### config.mk
export PLATFORM = sky130hd
export DESIGN_NAME = las_alarm
export DESIGN_NICKNAME = d
export VERILOG_FILES = /design/src/hdl/las_pkg.sv /design/src/hdl/las_alarm.sv
export SDC_FILE = /design/constraint.sdc
export NUM_CORES = 1
export LEC_CHECK = 0
export BUFFER_PORTS_ARGS = -buffer_cell sky130_fd_sc_hd__buf_2
export CAP_MARGIN = 10
export CORE_MARGIN = 4
export CORE_UTILIZATION = 30
export DETAILED_ROUTE_END_ITERATION = 7
export SLEW_MARGIN = 10
export SYNTH_ARGS = -nofsm -noshare
export SYNTH_HDL_FRONTEND = slang
export SYNTH_SLANG_ARGS = --single-unit
### constraint.sdc
create_clock -name i_core_clk -period 3.6 [get_ports i_core_clk]
set_clock_uncertainty 0.2 [all_clocks]
set_input_delay 0.18 -clock i_core_clk [delete_from_list [all_inputs] [get_ports i_core_clk]]
set_output_delay 0.18 -clock i_core_clk [all_outputs]
set_load 0.05 [all_outputs]
### src/hdl/las_pkg.sv
// Package: register map, field layout and reset values of the alarm block
`default_nettype none
package las_pkg;

    // ----------------------------------------------------------------
    // Register offsets
    // ----------------------------------------------------------------
    localparam logic [7:0] FATAL_STATUS_ADDR   = 8'h20;
    localparam logic [7:0] WARNING_STATUS_ADDR = 8'h21;
    localparam logic [7:0] PWR_FATAL_TH_ADDR   = 8'h22;
    localparam logic [7:0] PWR_WARN_TH_ADDR    = 8'h23;
    localparam logic [7:0] FRQ_FATAL_TH_ADDR   = 8'h24;
    localparam logic [7:0] FRQ_WARN_TH_ADDR    = 8'h25;
    localparam logic [7:0] THM_FATAL_TH_ADDR   = 8'h26;
    localparam logic [7:0] THM_WARN_TH_ADDR    = 8'h27;
    localparam logic [7:0] SRQ_MASK_ADDR       = 8'h28;
    localparam logic [7:0] SEVERE_MASK_ADDR    = 8'h29;
    localparam logic [7:0] RESET_ADDR          = 8'h32;

    // ----------------------------------------------------------------
    // Status and reset register field positions
    // ----------------------------------------------------------------
    localparam int SRQ_FLAG_BIT    = 15;
    localparam int SEVERE_FLAG_BIT = 13;
    localparam int HW_DIS_BIT      = 12;
    localparam int EXEC_ERR_BIT    = 7;
    localparam int COMM_ERR_BIT    = 6;
    localparam int RESTART_BIT     = 5;
    localparam int LINK_RESET_BIT  = 4;
    localparam int MODULE_RST_BIT  = 0;
    localparam int SOFT_RST_BIT    = 1;

    // ----------------------------------------------------------------
    // Reset values and limits
    // ----------------------------------------------------------------
    localparam logic [15:0] SRQ_MASK_RST_BASE = 16'h1FBF;
    localparam logic [15:0] SEVERE_MASK_RST   = 16'h000F;
    localparam logic [7:0]  LATCH_RST         = 8'h30;
    localparam logic [15:0] TH_MAX_DEFAULT    = 16'h7FFF;
    localparam logic [15:0] TH_RST_DEFAULT    = 16'h0100;
    localparam logic [15:0] LINK_TIMEOUT_CYC  = 16'h2710;

    // Link selected by the two select pins
    typedef enum logic [1:0] {
        LAS_LINK_SPI,
        LAS_LINK_RS232,
        LAS_LINK_I2C,
        LAS_LINK_OTHER
    } las_link_e;

    // Register bus request
    typedef struct packed {
        logic        wr;
        logic [7:0]  addr;
        logic [15:0] wdata;
    } las_req_s;

    // Monitored conditions: [3]=vendor [2]=freq [1]=thermal [0]=power
    typedef struct packed {
        logic [3:0]  severe_vendor_caution; // [3] severe vendor, [2:0] unused
        logic        caution_vendor;
        logic [15:0] pwr_dev;   // absolute, thousandths of dB
        logic [15:0] frq_dev;   // absolute, tenths of GHz
        logic [15:0] thm_dev;   // absolute, hundredths of deg C
    } las_mon_s;

endpackage

`default_nettype wire

### src/hdl/las_alarm.sv
// Alarm and status logic: thresholds, latched flags, request lines
// Operation
// - Thermal current bit 9 from thresholds
// - Power current bit 8 from thresholds
// - Latch execution errors in bit 7
// - Latch communication errors in bit 6
// - Restart sets bit 5, reset one
// - Reset register write requests module reset
// - Link reset clears input, sets bit 4
// - Incomplete packet timeout forces link reset
// - Bits 3:0 latch current bits 11:8
// - Writing one clears latched bit
// - Power thresholds in thousandths dB, absolute
// - Out-of-range threshold writes store maximum
// - Frequency thresholds in tenths GHz
// - Thermal thresholds in hundredths degree
// - Service request from masked status bits
// - Service mask reset depends on link
// - Mask rewrite or clear releases request
// - Severe line from masked status bits
// - RS232 immediate errors go to response
// - Hardware disable clears software output enable
// - Bits 15:8 current, writes ignored silently
// - Bits 15 and 13 mirror lines
`timescale 1ns/1ns
`default_nettype none

module las_alarm #(
    parameter logic [15:0] TH_MAX = las_pkg::TH_MAX_DEFAULT
) (
    input  wire logic            i_core_clk,
    input  wire logic            i_rstn,
    input  wire las_pkg::las_req_s i_req,
    input  wire logic            i_req_valid,
    input  wire las_pkg::las_mon_s i_mon,
    input  wire logic            i_exec_error_flag,
    input  wire logic            i_pending_exec_error,
    input  wire logic            i_comm_error,
    input  wire logic            i_fw_restart,
    input  wire logic            i_link_reset,
    input  wire logic            i_packet_busy,
    input  wire logic            i_hw_output_disable_pin_n,
    input  wire logic            i_link_select_pin_a,
    input  wire logic            i_link_select_pin_b,
    input  wire logic            i_immediate_error_latch_cfg,
    input  wire logic            i_sw_output_enable_set,
    output logic [15:0]          o_rdata,
    output logic                 o_service_request_line_n,
    output logic                 o_severe_fault_line_n,
    output logic                 o_module_reset_req,
    output logic                 o_soft_reset_req,
    output logic                 o_clear_input_buffers,
    output logic                 o_sw_output_enable,
    output logic [1:0]           o_link_sel
);

    // ----------------------------------------------------------------
    // State
    // ----------------------------------------------------------------
    typedef struct packed {
        logic [7:0]  fatal_latch;
        logic [7:0]  warn_latch;
        logic [15:0] pwr_fatal_th;
        logic [15:0] pwr_warn_th;
        logic [15:0] frq_fatal_th;
        logic [15:0] frq_warn_th;
        logic [15:0] thm_fatal_th;
        logic [15:0] thm_warn_th;
        logic [15:0] srq_mask;
        logic [15:0] severe_mask;
        logic [15:0] timeout_cnt;
        logic        straps_taken;
        logic [1:0]  link_sel;
        logic        sw_enable;
        logic        dis_prev;
        logic        module_rst;
        logic        soft_rst;
        logic        clr_buf;
        logic        srq_n;
        logic        severe_n;
        logic [15:0] rdata;
    } las_state_s;

    las_state_s st_reg;
    las_state_s st_next;

    // Clamp a threshold write to the usable range
    function automatic logic [15:0] clamp_th(input logic [15:0] v);
        clamp_th = (v > TH_MAX) ? TH_MAX : v;
    endfunction

    // Current bits 11:8 for one threshold set
    function automatic logic [3:0] cur_bits(
        input logic        vendor,
        input logic [15:0] frq_th,
        input logic [15:0] thm_th,
        input logic [15:0] pwr_th,
        input las_pkg::las_mon_s m
    );
        cur_bits = {vendor,
                    m.frq_dev > frq_th,
                    m.thm_dev > thm_th,
                    m.pwr_dev > pwr_th};
    endfunction

    logic [3:0]  fatal_now;
    logic [3:0]  warn_now;
    logic        hw_disabled_flag;
    logic [15:0] fatal_status;
    logic [15:0] warning_status;
    logic        wr_hit;
    logic [7:0]  clr_f;
    logic [7:0]  clr_w;
    logic [7:0]  set_common;
    logic        link_rst_evt;

    // ----------------------------------------------------------------
    // Combinational next state
    // ----------------------------------------------------------------
    always_comb begin
        st_next = st_reg;
        hw_disabled_flag = ~i_hw_output_disable_pin_n;
        fatal_now = cur_bits(i_mon.severe_vendor_caution[3],
                             st_reg.frq_fatal_th, st_reg.thm_fatal_th,
                             st_reg.pwr_fatal_th, i_mon);
        warn_now = cur_bits(i_mon.caution_vendor,
                            st_reg.frq_warn_th, st_reg.thm_warn_th,
                            st_reg.pwr_warn_th, i_mon);
        // Upper byte is current state only; writes never touch it
        fatal_status = {~st_reg.srq_n, 1'b0, ~st_reg.severe_n,
                        hw_disabled_flag, fatal_now,
                        st_reg.fatal_latch};
        warning_status = {~st_reg.srq_n, 1'b0, ~st_reg.severe_n,
                          hw_disabled_flag, warn_now,
                          st_reg.warn_latch};
        wr_hit = i_req_valid & i_req.wr;
        clr_f = 8'h00;
        clr_w = 8'h00;
        if (wr_hit && i_req.addr == las_pkg::FATAL_STATUS_ADDR) begin
            clr_f = i_req.wdata[7:0];
        end
        if (wr_hit && i_req.addr == las_pkg::WARNING_STATUS_ADDR) begin
            clr_w = i_req.wdata[7:0];
        end

        // Packet timeout counts only while a packet is open
        link_rst_evt = i_link_reset;
        if (i_packet_busy) begin
            if (st_reg.timeout_cnt == las_pkg::LINK_TIMEOUT_CYC) begin
                link_rst_evt = 1'b1;
                st_next.timeout_cnt = 16'h0000;
            end else begin
                st_next.timeout_cnt = st_reg.timeout_cnt + 16'h0001;
            end
        end else begin
            st_next.timeout_cnt = 16'h0000;
        end
        st_next.clr_buf = link_rst_evt;

        // Events shared by both status registers
        set_common = 8'h00;
        set_common[las_pkg::EXEC_ERR_BIT] = i_pending_exec_error |
            (i_exec_error_flag & i_immediate_error_latch_cfg);
        set_common[las_pkg::COMM_ERR_BIT] = i_comm_error &
            i_immediate_error_latch_cfg;
        set_common[las_pkg::RESTART_BIT] = i_fw_restart;
        set_common[las_pkg::LINK_RESET_BIT] = link_rst_evt;

        // Set wins over clear so no event is lost
        st_next.fatal_latch = (st_reg.fatal_latch & ~clr_f) | set_common
                              | {4'h0, fatal_now};
        st_next.warn_latch = (st_reg.warn_latch & ~clr_w) | set_common
                             | {4'h0, warn_now};

        // Register writes
        st_next.module_rst = 1'b0;
        st_next.soft_rst = 1'b0;
        if (wr_hit) begin
            case (i_req.addr)
                las_pkg::PWR_FATAL_TH_ADDR:
                    st_next.pwr_fatal_th = clamp_th(i_req.wdata);
                las_pkg::PWR_WARN_TH_ADDR:
                    st_next.pwr_warn_th = clamp_th(i_req.wdata);
                las_pkg::FRQ_FATAL_TH_ADDR:
                    st_next.frq_fatal_th = clamp_th(i_req.wdata);
                las_pkg::FRQ_WARN_TH_ADDR:
                    st_next.frq_warn_th = clamp_th(i_req.wdata);
                las_pkg::THM_FATAL_TH_ADDR:
                    st_next.thm_fatal_th = clamp_th(i_req.wdata);
                las_pkg::THM_WARN_TH_ADDR:
                    st_next.thm_warn_th = clamp_th(i_req.wdata);
                las_pkg::SRQ_MASK_ADDR:
                    st_next.srq_mask = i_req.wdata;
                las_pkg::SEVERE_MASK_ADDR:
                    st_next.severe_mask = i_req.wdata;
                las_pkg::RESET_ADDR: begin
                    st_next.module_rst =
                        i_req.wdata[las_pkg::MODULE_RST_BIT];
                    st_next.soft_rst = i_req.wdata[las_pkg::SOFT_RST_BIT];
                end
                default: ;
            endcase
        end

        // Link select straps caught once after reset release
        if (!st_reg.straps_taken) begin
            st_next.straps_taken = 1'b1;
            st_next.link_sel = {i_link_select_pin_b, i_link_select_pin_a};
            st_next.srq_mask[las_pkg::COMM_ERR_BIT] =
                ~i_link_select_pin_a;
        end

        // Hardware disable edge drops the software enable
        st_next.dis_prev = hw_disabled_flag;
        if (i_sw_output_enable_set) begin
            st_next.sw_enable = 1'b1;
        end
        if (hw_disabled_flag && !st_reg.dis_prev) begin
            st_next.sw_enable = 1'b0;
        end

        // Output lines from next-state latches and masks, registered with them
        st_next.srq_n = ~(|({hw_disabled_flag, st_next.warn_latch[3:0],
                             st_next.fatal_latch} &
                            st_next.srq_mask[12:0]));
        // Severe mask shares the status layout: bit 12 is the disable pin,
        // so the warning event bits 7:4 never leak into mask bits 15:12
        st_next.severe_n = ~(|({hw_disabled_flag,
                                st_next.warn_latch[3:0],
                                st_next.fatal_latch} &
                               st_next.severe_mask[12:0]));

        // Read data
        case (i_req.addr)
            las_pkg::FATAL_STATUS_ADDR:   st_next.rdata = fatal_status;
            las_pkg::WARNING_STATUS_ADDR: st_next.rdata = warning_status;
            las_pkg::PWR_FATAL_TH_ADDR:   st_next.rdata = st_reg.pwr_fatal_th;
            las_pkg::PWR_WARN_TH_ADDR:    st_next.rdata = st_reg.pwr_warn_th;
            las_pkg::FRQ_FATAL_TH_ADDR:   st_next.rdata = st_reg.frq_fatal_th;
            las_pkg::FRQ_WARN_TH_ADDR:    st_next.rdata = st_reg.frq_warn_th;
            las_pkg::THM_FATAL_TH_ADDR:   st_next.rdata = st_reg.thm_fatal_th;
            las_pkg::THM_WARN_TH_ADDR:    st_next.rdata = st_reg.thm_warn_th;
            las_pkg::SRQ_MASK_ADDR:       st_next.rdata = st_reg.srq_mask;
            las_pkg::SEVERE_MASK_ADDR:    st_next.rdata = st_reg.severe_mask;
            default:                      st_next.rdata = 16'h0000;
        endcase
    end

    // ----------------------------------------------------------------
    // State register; restart and link reset flags set by reset itself
    // ----------------------------------------------------------------
    always_ff @(posedge i_core_clk or negedge i_rstn) begin
        if (!i_rstn) begin
            st_reg <= '0;
            st_reg.fatal_latch <= las_pkg::LATCH_RST;
            st_reg.warn_latch <= las_pkg::LATCH_RST;
            st_reg.pwr_fatal_th <= las_pkg::TH_RST_DEFAULT;
            st_reg.pwr_warn_th <= las_pkg::TH_RST_DEFAULT;
            st_reg.frq_fatal_th <= las_pkg::TH_RST_DEFAULT;
            st_reg.frq_warn_th <= las_pkg::TH_RST_DEFAULT;
            st_reg.thm_fatal_th <= las_pkg::TH_RST_DEFAULT;
            st_reg.thm_warn_th <= las_pkg::TH_RST_DEFAULT;
            st_reg.srq_mask <= las_pkg::SRQ_MASK_RST_BASE;
            st_reg.severe_mask <= las_pkg::SEVERE_MASK_RST;
            st_reg.srq_n <= 1'b1;
            st_reg.severe_n <= 1'b1;
        end else begin
            st_reg <= st_next;
        end
    end

    // ----------------------------------------------------------------
    // Outputs
    // ----------------------------------------------------------------
    assign o_rdata = st_reg.rdata;
    assign o_service_request_line_n = st_reg.srq_n;
    assign o_severe_fault_line_n = st_reg.severe_n;
    assign o_module_reset_req = st_reg.module_rst;
    assign o_soft_reset_req = st_reg.soft_rst;
    assign o_clear_input_buffers = st_reg.clr_buf;
    assign o_sw_output_enable = st_reg.sw_enable;
    assign o_link_sel = st_reg.link_sel;

endmodule

`default_nettype wire

-- Word level (Yosys, flattened, before mapping)
Cells that the tools add are included.
- flip-flop bits (word level): 186
- input port bits: 92
- output and inout bits: 24
- word-level logic and storage cells: 94
- add/sub/neg operators: 1
- $lt $le $gt $ge: 7
- equal/unequal tests: 12
- mux-type cells: 16
- bitwise gates (word level): 20
- reductions and logical operators: 15
- operator list (kind ; number):
    one-hot mux 16 bit (10 select lines) ; 1
    > comparator 16 bit ; 6
    == test 8 x 6 -> 1 bit (second input constant) ; 11
    two-way mux 16 bit ; 4
    two-way mux 29 bit ; 1
    bitwise AND 13 bit ; 2
    OR reduction 13 bit ; 2
    adder 16 x 1 -> 16 bit (second input constant) ; 1
    bitwise AND 8 bit ; 2
    == test 16 x 14 -> 1 bit (second input constant) ; 1
    > comparator 16 x 15 -> 1 bit (second input constant) ; 1
    two-way mux 8 bit ; 2
    NOT 8 bit ; 2
    bitwise OR 8 x 4 -> 8 bit ; 2
    bitwise OR 8 bit ; 2
    AND reduction 2 bit ; 8
    two-way mux 13 bit ; 1
    NOT 1 bit ; 6
    two-way mux 1 bit ; 5
    two-way mux 2 bit ; 2
    bitwise AND 1 bit ; 3
    logical AND 1 bit ; 3
    nonzero test 2 bit ; 1
    zero test 1 bit ; 1
    bitwise OR 1 bit ; 1

-- Logic depth before layout (Yosys ltp)
Gate-level depths: netlist of the first run.
- word-level depth: 10
- depth in mapped cells: 9
- mapped depth without buffers: 9

-- Least setup slack after synthesis of the first run
Ideal clock, no wire load.
- kind: reg2reg
- start: reg st_reg[146] (netlist name)
- end: reg st_reg, in the netlist o_severe_fault_line_n
- library setup time: 0.096 ns
- arrival time: 2.213 ns
- data required time: 3.304 ns
- setup slack: 1.090 ns
- stages on the path, launching flop included: 9
- buffers on the path: 0
- clock period less this slack: 2.510 ns
- path through: dfstp_2 -> inv_1 -> ha_1 -> nor3_1 -> a211oi_1 -> a2111oi_0 -> o21ai_0 -> a22o_1 -> nor4_1
- RTL lines (element ; line ; source):
    start, declared ; las_alarm.sv:84 ; las_state_s st_reg;
    start signal, assigned ; las_alarm.sv:268 ; st_reg <= st_next;

==> metrics.md, run 1 <==
| Metric | Value |
|---|---|
| Die W | `196 um` |
| Core ar. | `0.0347 mm2` |
| CP Class | `reg -> reg` |
| Synth cell types | `61` |
| Worst Setup End Kind | `flop` |
| Non-Filler Instances | `1747` |
| GR Overflow Total | `0` |
| DP HPWL | `26.9 mm` |
| # setup viols final | `0` |
| Starting Density | `30.5%` |
| ANT nets after route | `0` |
| Seq/Total Area, Yosys | `44.3%` |
| Total power | `4.75 mW` |
| Inst Count DP | `1679` |
| Place WS | `0.660 ns` |
| # fillers | `3533` |
| Setup ws final | `0.583 ns` |
| Final #Nets | `1469` |
| Number of global-route vias before repair | `8956` |
| First-pass GRT wire length | `53.2 mm` |
| DIE AREA | `0.0384 mm2` |
| PwrDens | `377 mW/mm2` |
| Area of the mapped netlist | `0.0106 mm2` |
| Syn Nets | `1336` |
| # IOs | `116` |
| Total wire length | `34.9 mm` |
| Crit Reg-Reg Startpoint | `st_reg[95]` |
| Final GP Congestion | `0.920` |
| Max FO, Critical Path | `3` |
| Top FF cell, synth | `dfrtp_1` |
| Seq cells post-synth | `186` |
| Drt wl/cell | `20.0 um` |
| Post-Synthesis Cells | `1146` |
| R2R cell count | `10` |
| Worst Path Required | `3.74 ns` |
| Largest register FFs | `154` |
| Root buffer cell | `clkbuf_16` |
| Worst rel slew slack | `35.6%` |
| DR vias/cell | `5.16` |
| Min cycle time layout | `3.02 ns` |
| Worst min path class | `in -> reg` |
| H-tree depth | `4` |
| Via count | `9013` |
| Worst-path clk slew | `0.07 ns` |
| GRT Util Overall | `18.1%` |
| Die Y | `196 um` |
| Initial drt markers | `828` |
| Maximum clock frequency | `331 MHz` |
| Setup bufs post-CTS | `0` |
| TritonCTS clock tree | `done` |
| P&R area growth vs syn | `18.8%` |
| Worst-Skew Late Latency | `0.44 ns` |
| Rows | `68` |
| VDD IR-drop max | `383 uV` |
| Status | `finished, final reports clean` |
| Worst-margin pin slew | `0.964 ns` |
| Number of diodes | `0` |
| DRC | `0` |
| Clock Path Buffers | `2` |
| Commonest non-fill, non-tap cells in the layout | `dfrtp_1, nand2_1, inv_1` |
| Syn avg cell area | `9.24 um2` |
| Final core occ | `36.3%` |
| Maxcap violations | `0` |
| Port buffer count | `112` |
| Number of synthesized flops with an enable pin | `0` |
| Crit path DAT | `3.15 ns` |
| Hold path start | `i_req[22]` |
| Startpoint Class | `flop` |
| Largest net degree at the start of global routing | `100` |
| Commonest non-fill, non-tap cell in the layout | `dfrtp_1` |
| Cells on Worst Hold Path | `4` |
| Worst setup startpoint | `st_reg[95]` |
| Slew Limit Fails | `0` |
| Drt first pass iters | `6` |
| Layout cells sized above 1 | `18.2%` |
| Period Utilization, post-route | `83.8%` |
| TNS Setup | `0 ns` |
| Leak | `5.67 nW` |
| RSZ-0062 raised after global routing | `false` |
| Ys async rst share | `100%` |
| CTS-repair resized insts | `0` |
| Initial antenna violation count | `1` |
| CTS buffer count | `17` |
| CTS Sinks | `186` |
| Final Hold Fails | `0` |
| Yosys Warn Count | `0` |
==> cell usage after synthesis (all sizes together), types with 3 or more instances <==
master | count | area share (%)
a22o | 5 | 0.41
and3 | 13 | 0.77
nor4 | 6 | 0.56
or3 | 4 | 0.24
a2111o | 3 | 0.32
mux2i | 14 | 1.3
o211ai | 9 | 0.64
o22ai | 3 | 0.18
a222oi | 14 | 1.3
a21o | 7 | 0.50
nor2 | 81 | 2.9
a21oi | 89 | 4.2
xor2 | 7 | 0.58
a22oi | 20 | 1.4
nor3 | 7 | 0.33
dfstp | 28 | 6.9
mux2 | 27 | 2.9
dfrtp | 158 | 37
a211o | 3 | 0.25
ha | 98 | 12
and2 | 6 | 0.35
nor4b | 5 | 0.47
nor3b | 3 | 0.21
xnor2 | 4 | 0.33
clkbuf | 33 | 1.2
nand3 | 12 | 0.61
a31oi | 4 | 0.24
nand2 | 159 | 5.7
o21ai | 101 | 4.8
inv | 116 | 4.1
nand4 | 29 | 1.7
nor2b | 12 | 0.71
buf | 27 | 1.7
a221oi | 9 | 0.74
==> what timing repair did <==
action / in CTS / in global routing
hold buffers: 36 / 0
endpoints found under the hold margin: 137 / 0
setup endpoints to repair: 0 / 0
==> layer usage <==
metal  up-vias  wire length [um]  GRT usage [%]
met2       300             16400           29.4
met1      4403             15300           24.2
met5         -                 0              0
li1       4267                 -              -
met4         0               869           5.33
met3        43              2420           4.17
==> critical path, stage by stage (launching register included) <==
cell       delay (ns)
dfrtp_1          0.40
inv_1            0.06
ha_1             0.29
a211o_1          0.27
o211ai_1         0.08
a211oi_1         0.09
a2111oi_0        0.56
buf_4            0.24
o21ai_0          0.18
a22o_1           0.24
nor4_1           0.29
==> where the power goes <==
| group | total [mW] | switching, mW | internal (mW) | leakage (nW) |
|---|---|---|---|---|
| clock | 1.90 | 0.923 | 0.979 | 0.270 |
| combinational | 0.614 | 0.383 | 0.231 | 3.02 |
| sequential | 2.23 | 0.0650 | 2.17 | 2.37 |
==> cell type report <==
class / instances / area (um2) / share of cell area [%]
flip-flops and latches: 186 / 4690 / 37.3
clock inverters: 15 / 159 / 1.26
repair buffers: 174 / 1140 / 9.04
inverters: 116 / 435 / 3.46
well taps: 455 / 569 / 4.52
clock buffers: 17 / 425 / 3.38
multi-input cells: 784 / 5170 / 41.1
==> stage by stage <==
step / hold slack (ns) / instance area, um2
2_1_floorplan: -0.316 / 10600
6_report: 0.106 / 12600
5_1_grt: 0.127 / 12600
3_3_place_gp: 0.143 / 11600
4_1_cts: 0.0917 / 12600
3_5_place_dp: 0.141 / 11600
==> cells by family after synthesis <==
kind of cell / count (synthesis) / synth area share, %
buffers and inverters: 176 / 6.93
AOI/OAI and AO/OA: 281 / 16.1
other: 1 / 0.0354
muxes: 43 / 4.62
and+or+nand+nor: 350 / 15.6
xor gates and xnor gates: 11 / 0.909
adders and majority gates: 98 / 11.6
DFF: 186 / 44.3
==> final timing paths <==
check                                         to  slack, ns
min                             o_soft_reset_req       0.11
max                        o_severe_fault_line_n       0.58
max in group asynchronous             st_reg[61]       2.06
min reg2reg                           st_reg[92]       0.28
max reg2reg                o_severe_fault_line_n       0.58
min in group asynchronous             st_reg[86]       0.16
(Power assumes the default switching activity.)
==> run 2, diff against run 1 <==
- ABC_AREA: default -> 1
- clock period: 3.6 -> 2.7 ns (I/O delays scaled with it)
==> run 2 against run 1 <==
Die area grew 2.3%. Area after synthesis grew 2.4%. Sequential share of layout area shrank 1.2 points. Utilization grew 0.21 points. Register-to-register slack lost 0.04 ns. Routed wire length shrank 6.0%. Largest cell class unchanged. Via count grew 4.8%. Final cell count grew 12%. Highest routed layer unchanged.
==> metrics.md, run 2 <==
| Metric | Value |
|---|---|
| Status | `finished, final reports clean` |
| CTS buffer count | `17` |
| Min cycle time layout | `2.34 ns` |
| Root buffer cell | `clkbuf_16` |
| Die W | `198 um` |
| GR Overflow Total | `0` |
| Int Pwr | `4.77 mW` |
| Worst-Skew Late Latency | `0.44 ns` |
| Clock share of power | `42.8%` |
| Synth cell types | `46` |
| Worst rel slew slack | `60.5%` |
| Met3 Track Usage GR | `2.62%` |
| Seq cells post-synth | `186` |
| Number of synthesized flops with an enable pin | `0` |
| TritonCTS clock tree | `done` |
| Switching part of the total | `26.5%` |
| P&R area growth vs syn | `19.9%` |
| Synth area leader | `dfrtp_1` |
| CTS Sinks | `186` |
| R2R cell count | `15` |
| Final Hold Fails | `0` |
| Largest net degree at the start of global routing | `57` |
| DP HPWL | `26.0 mm` |
| Drt wl/cell | `16.8 um` |
| Maximum clock frequency | `427 MHz` |
| Top FF cell, synth | `dfrtp_1` |
| Initial antenna violation count | `0` |
| # IOs | `116` |
| Reg-to-reg slack, setup | `0.54 ns` |
| Period Utilization, post-route | `86.8%` |
| DIE AREA | `0.0393 mm2` |
| CP Class | `in -> reg` |
| Via count | `9449` |
| Crit path DAT | `2.52 ns` |
| CTS-repair resized insts | `0` |
| Slew Limit Fails | `0` |
| Post-synth top cells | `nand2_1, inv_1, dfrtp_1, o21ai_0, ha_1` |
| Area share of the largest cell type after synthesis | `36.5%` |
| Layout cells sized above 1 | `15.1%` |
| # setup viols final | `0` |
| Net Sw Power | `1.72 mW` |
| # fillers | `3716` |
| Syn Nets | `1526` |
| VDD IR-drop max | `260 uV` |
| Maxcap violations | `0` |
| Syn avg cell area | `8.12 um2` |
| Count leader, synth | `nand2_1` |
| Crit path to | `o_severe_fault_line_n` |
| Area of the mapped netlist | `0.0108 mm2` |
| FF/Latch Area | `0.00469 mm2` |
| Setup bufs post-CTS | `0` |
| Final core occ | `36.5%` |
| Yosys Warn Count | `0` |
| Busiest grt layer | `met2` |
| Worst Setup End Kind | `flop` |
| First-pass GRT wire length | `52.2 mm` |
| PwrDens | `499 mW/mm2` |
| Post-Synthesis Cells | `1336` |
| Starting Density | `30.4%` |
| Ys async rst share | `100%` |
| Commonest non-fill, non-tap cell in the layout | `nand2_1` |
| DR vias/cell | `4.83` |
| Largest register FFs | `154` |
| Worst min path class | `in -> async` |
| Final GP Congestion | `0.870` |
| Number of global-route vias before repair | `9544` |
| Initial drt markers | `618` |
| GR met2 Demand/Resource | `27.9%` |
| GR Util met1 | `23.5%` |
| Worst-margin pin slew | `0.590 ns` |
| Total wire length | `32.8 mm` |
| Core ar. | `0.0357 mm2` |
| Die Y | `198 um` |
| Logic pwr share | `11.9%` |
| TNS Setup | `0 ns` |
| Number of diodes | `0` |
| Seq/Total Area, Yosys | `43.2%` |
| Leak | `6.28 nW` |
| Worst-path clk slew | `0.08 ns` |
| Largest cells by area after synthesis | `dfrtp_1, ha_1, nand2_1` |
| RSZ-0062 raised after global routing | `false` |
| Drt first pass iters | `7` |
| Seq pwr share | `45.3%` |
| Crit Reg-Reg Startpoint | `st_reg[130]` |
| H-tree depth | `4` |
| Worst setup startpoint | `i_req[24]` |
| Rows | `69` |
| Port buffer count | `112` |
| ANT nets after route | `0` |
| Max FO, Critical Path | `10` |
| Startpoint Class | `input port` |
| Worst Path Required | `2.88 ns` |
| GRT Util Overall | `17.0%` |
| DRC | `0` |
| Area occupied by multi-input gates | `0.00509 mm2` |
| Commonest non-fill, non-tap cells in the layout | `nand2_1, inv_1, dfrtp_1` |
| Final #Nets | `1672` |
| FF-to-FF End | `o_severe_fault_line_n` |
| Clock Path Buffers | `2` |
run 2: changes by cell type in the layout (fill, tap and decap cells not counted), sizes merged, moves of 11 or more:
| cell | delta |
|---|---|
| nor3 | +13 |
| nor2b | -12 |
| nand3 | +43 |
| a222oi | -14 |
| inv | +88 |
| a221oi | +11 |
| mux2i | -14 |
| a21oi | -42 |
| mux2 | -27 |
| o21ai | +42 |
| and3 | -13 |
| a22oi | -20 |
| o22ai | +28 |
| nand2 | +165 |
run 2: routing by layer:
layer  part of all wire (%)  up-vias
met5                      0        -
met1                     46     4481
met4                    2.1        0
met2                     47      244
met3                    4.6       44
li1                       -     4680
run 2: power groups by stage:
| stage | sequential (mW) | clock [mW] | combinational (mW) |
|---|---|---|---|
| global placement | 2.99 | 0 | 0.715 |
| detailed placement | 2.99 | 0 | 0.739 |
| CTS | 2.94 | 2.83 | 0.781 |
| floorplan | 2.99 | 0 | 0.411 |
| global route | 2.95 | 2.96 | 0.884 |
| finish | 2.94 | 2.78 | 0.773 |
run 2: cells by family (layout without fill, tap and decap cells):
kind of cell	Yosys count	count (layout)	synth area share (%)
buffers and inverters	258	417	9.85
XOR/XNOR	4	4	0.323
adder cells (fa/ha/maj)	98	98	11.3
flip-flops	186	186	43.2
AND/OR/NAND/NOR	519	519	21.0
AO/OA/AOI/OAI	270	270	14.3
other	1	1	0.0346
run 2: cell type report:
type	count	share of cell area (%)
Multi-Input combinational cell	892	39.1
Sequential cell	186	36.1
Timing Repair Buffer	179	9.42
Inverter	206	5.95
Tap cell	461	4.44
Clock buffer	19	3.41
Clock inverter	13	1.57
run 2: worst min-delay path by stage:
stage	startpoint	end	slack (ns)	cells after the start
after floorplan	i_rstn	fatal_status[0]	-0.36	0
after global placement	i_rstn	st_reg[34]	-0.06	1
after detailed placement	i_rstn	st_reg[34]	-0.06	1
after CTS	i_rstn	st_reg[34]	0.02	2
after global routing	i_rstn	st_reg[35]	0.05	2
final	i_rstn	st_reg[35]	0.01	2
run 2: worst max-delay path, stage by stage:
cell           delay [ns]
dlygate4sd3_1        0.53
buf_2                0.11
nand2_2              0.05
dlygate4sd3_1        0.56
buf_4                0.19
nor2_8               0.20
nand2_2              0.07
o21ai_2              0.06
inv_2                0.04
and2_0               0.12
nor2_1               0.12
nand2_1              0.09
nor2_1               0.09
nand2_1              0.06
nor2_2               0.07
run 2: repair_timing:
item                                   4_1_cts  5_1_grt
endpoints found under the hold margin      308        0
setup endpoints to repair                    0        0
hold buffers                                41        0
run 2: through the flow:
step	hold slack (ns)	power [mW]	instances	setup WS (ns)	cell area, um2
floorplan	-0.361	3.40	1336	0.886	10800
global placement	-0.0629	3.70	1883	0.524	11900
detailed placement	-0.0568	3.73	1883	0.537	11900
CTS	0.0176	6.55	1956	0.360	13000
global route	0.0528	6.79	1956	0.144	13000
finish	0.00966	6.49	1956	0.356	13000
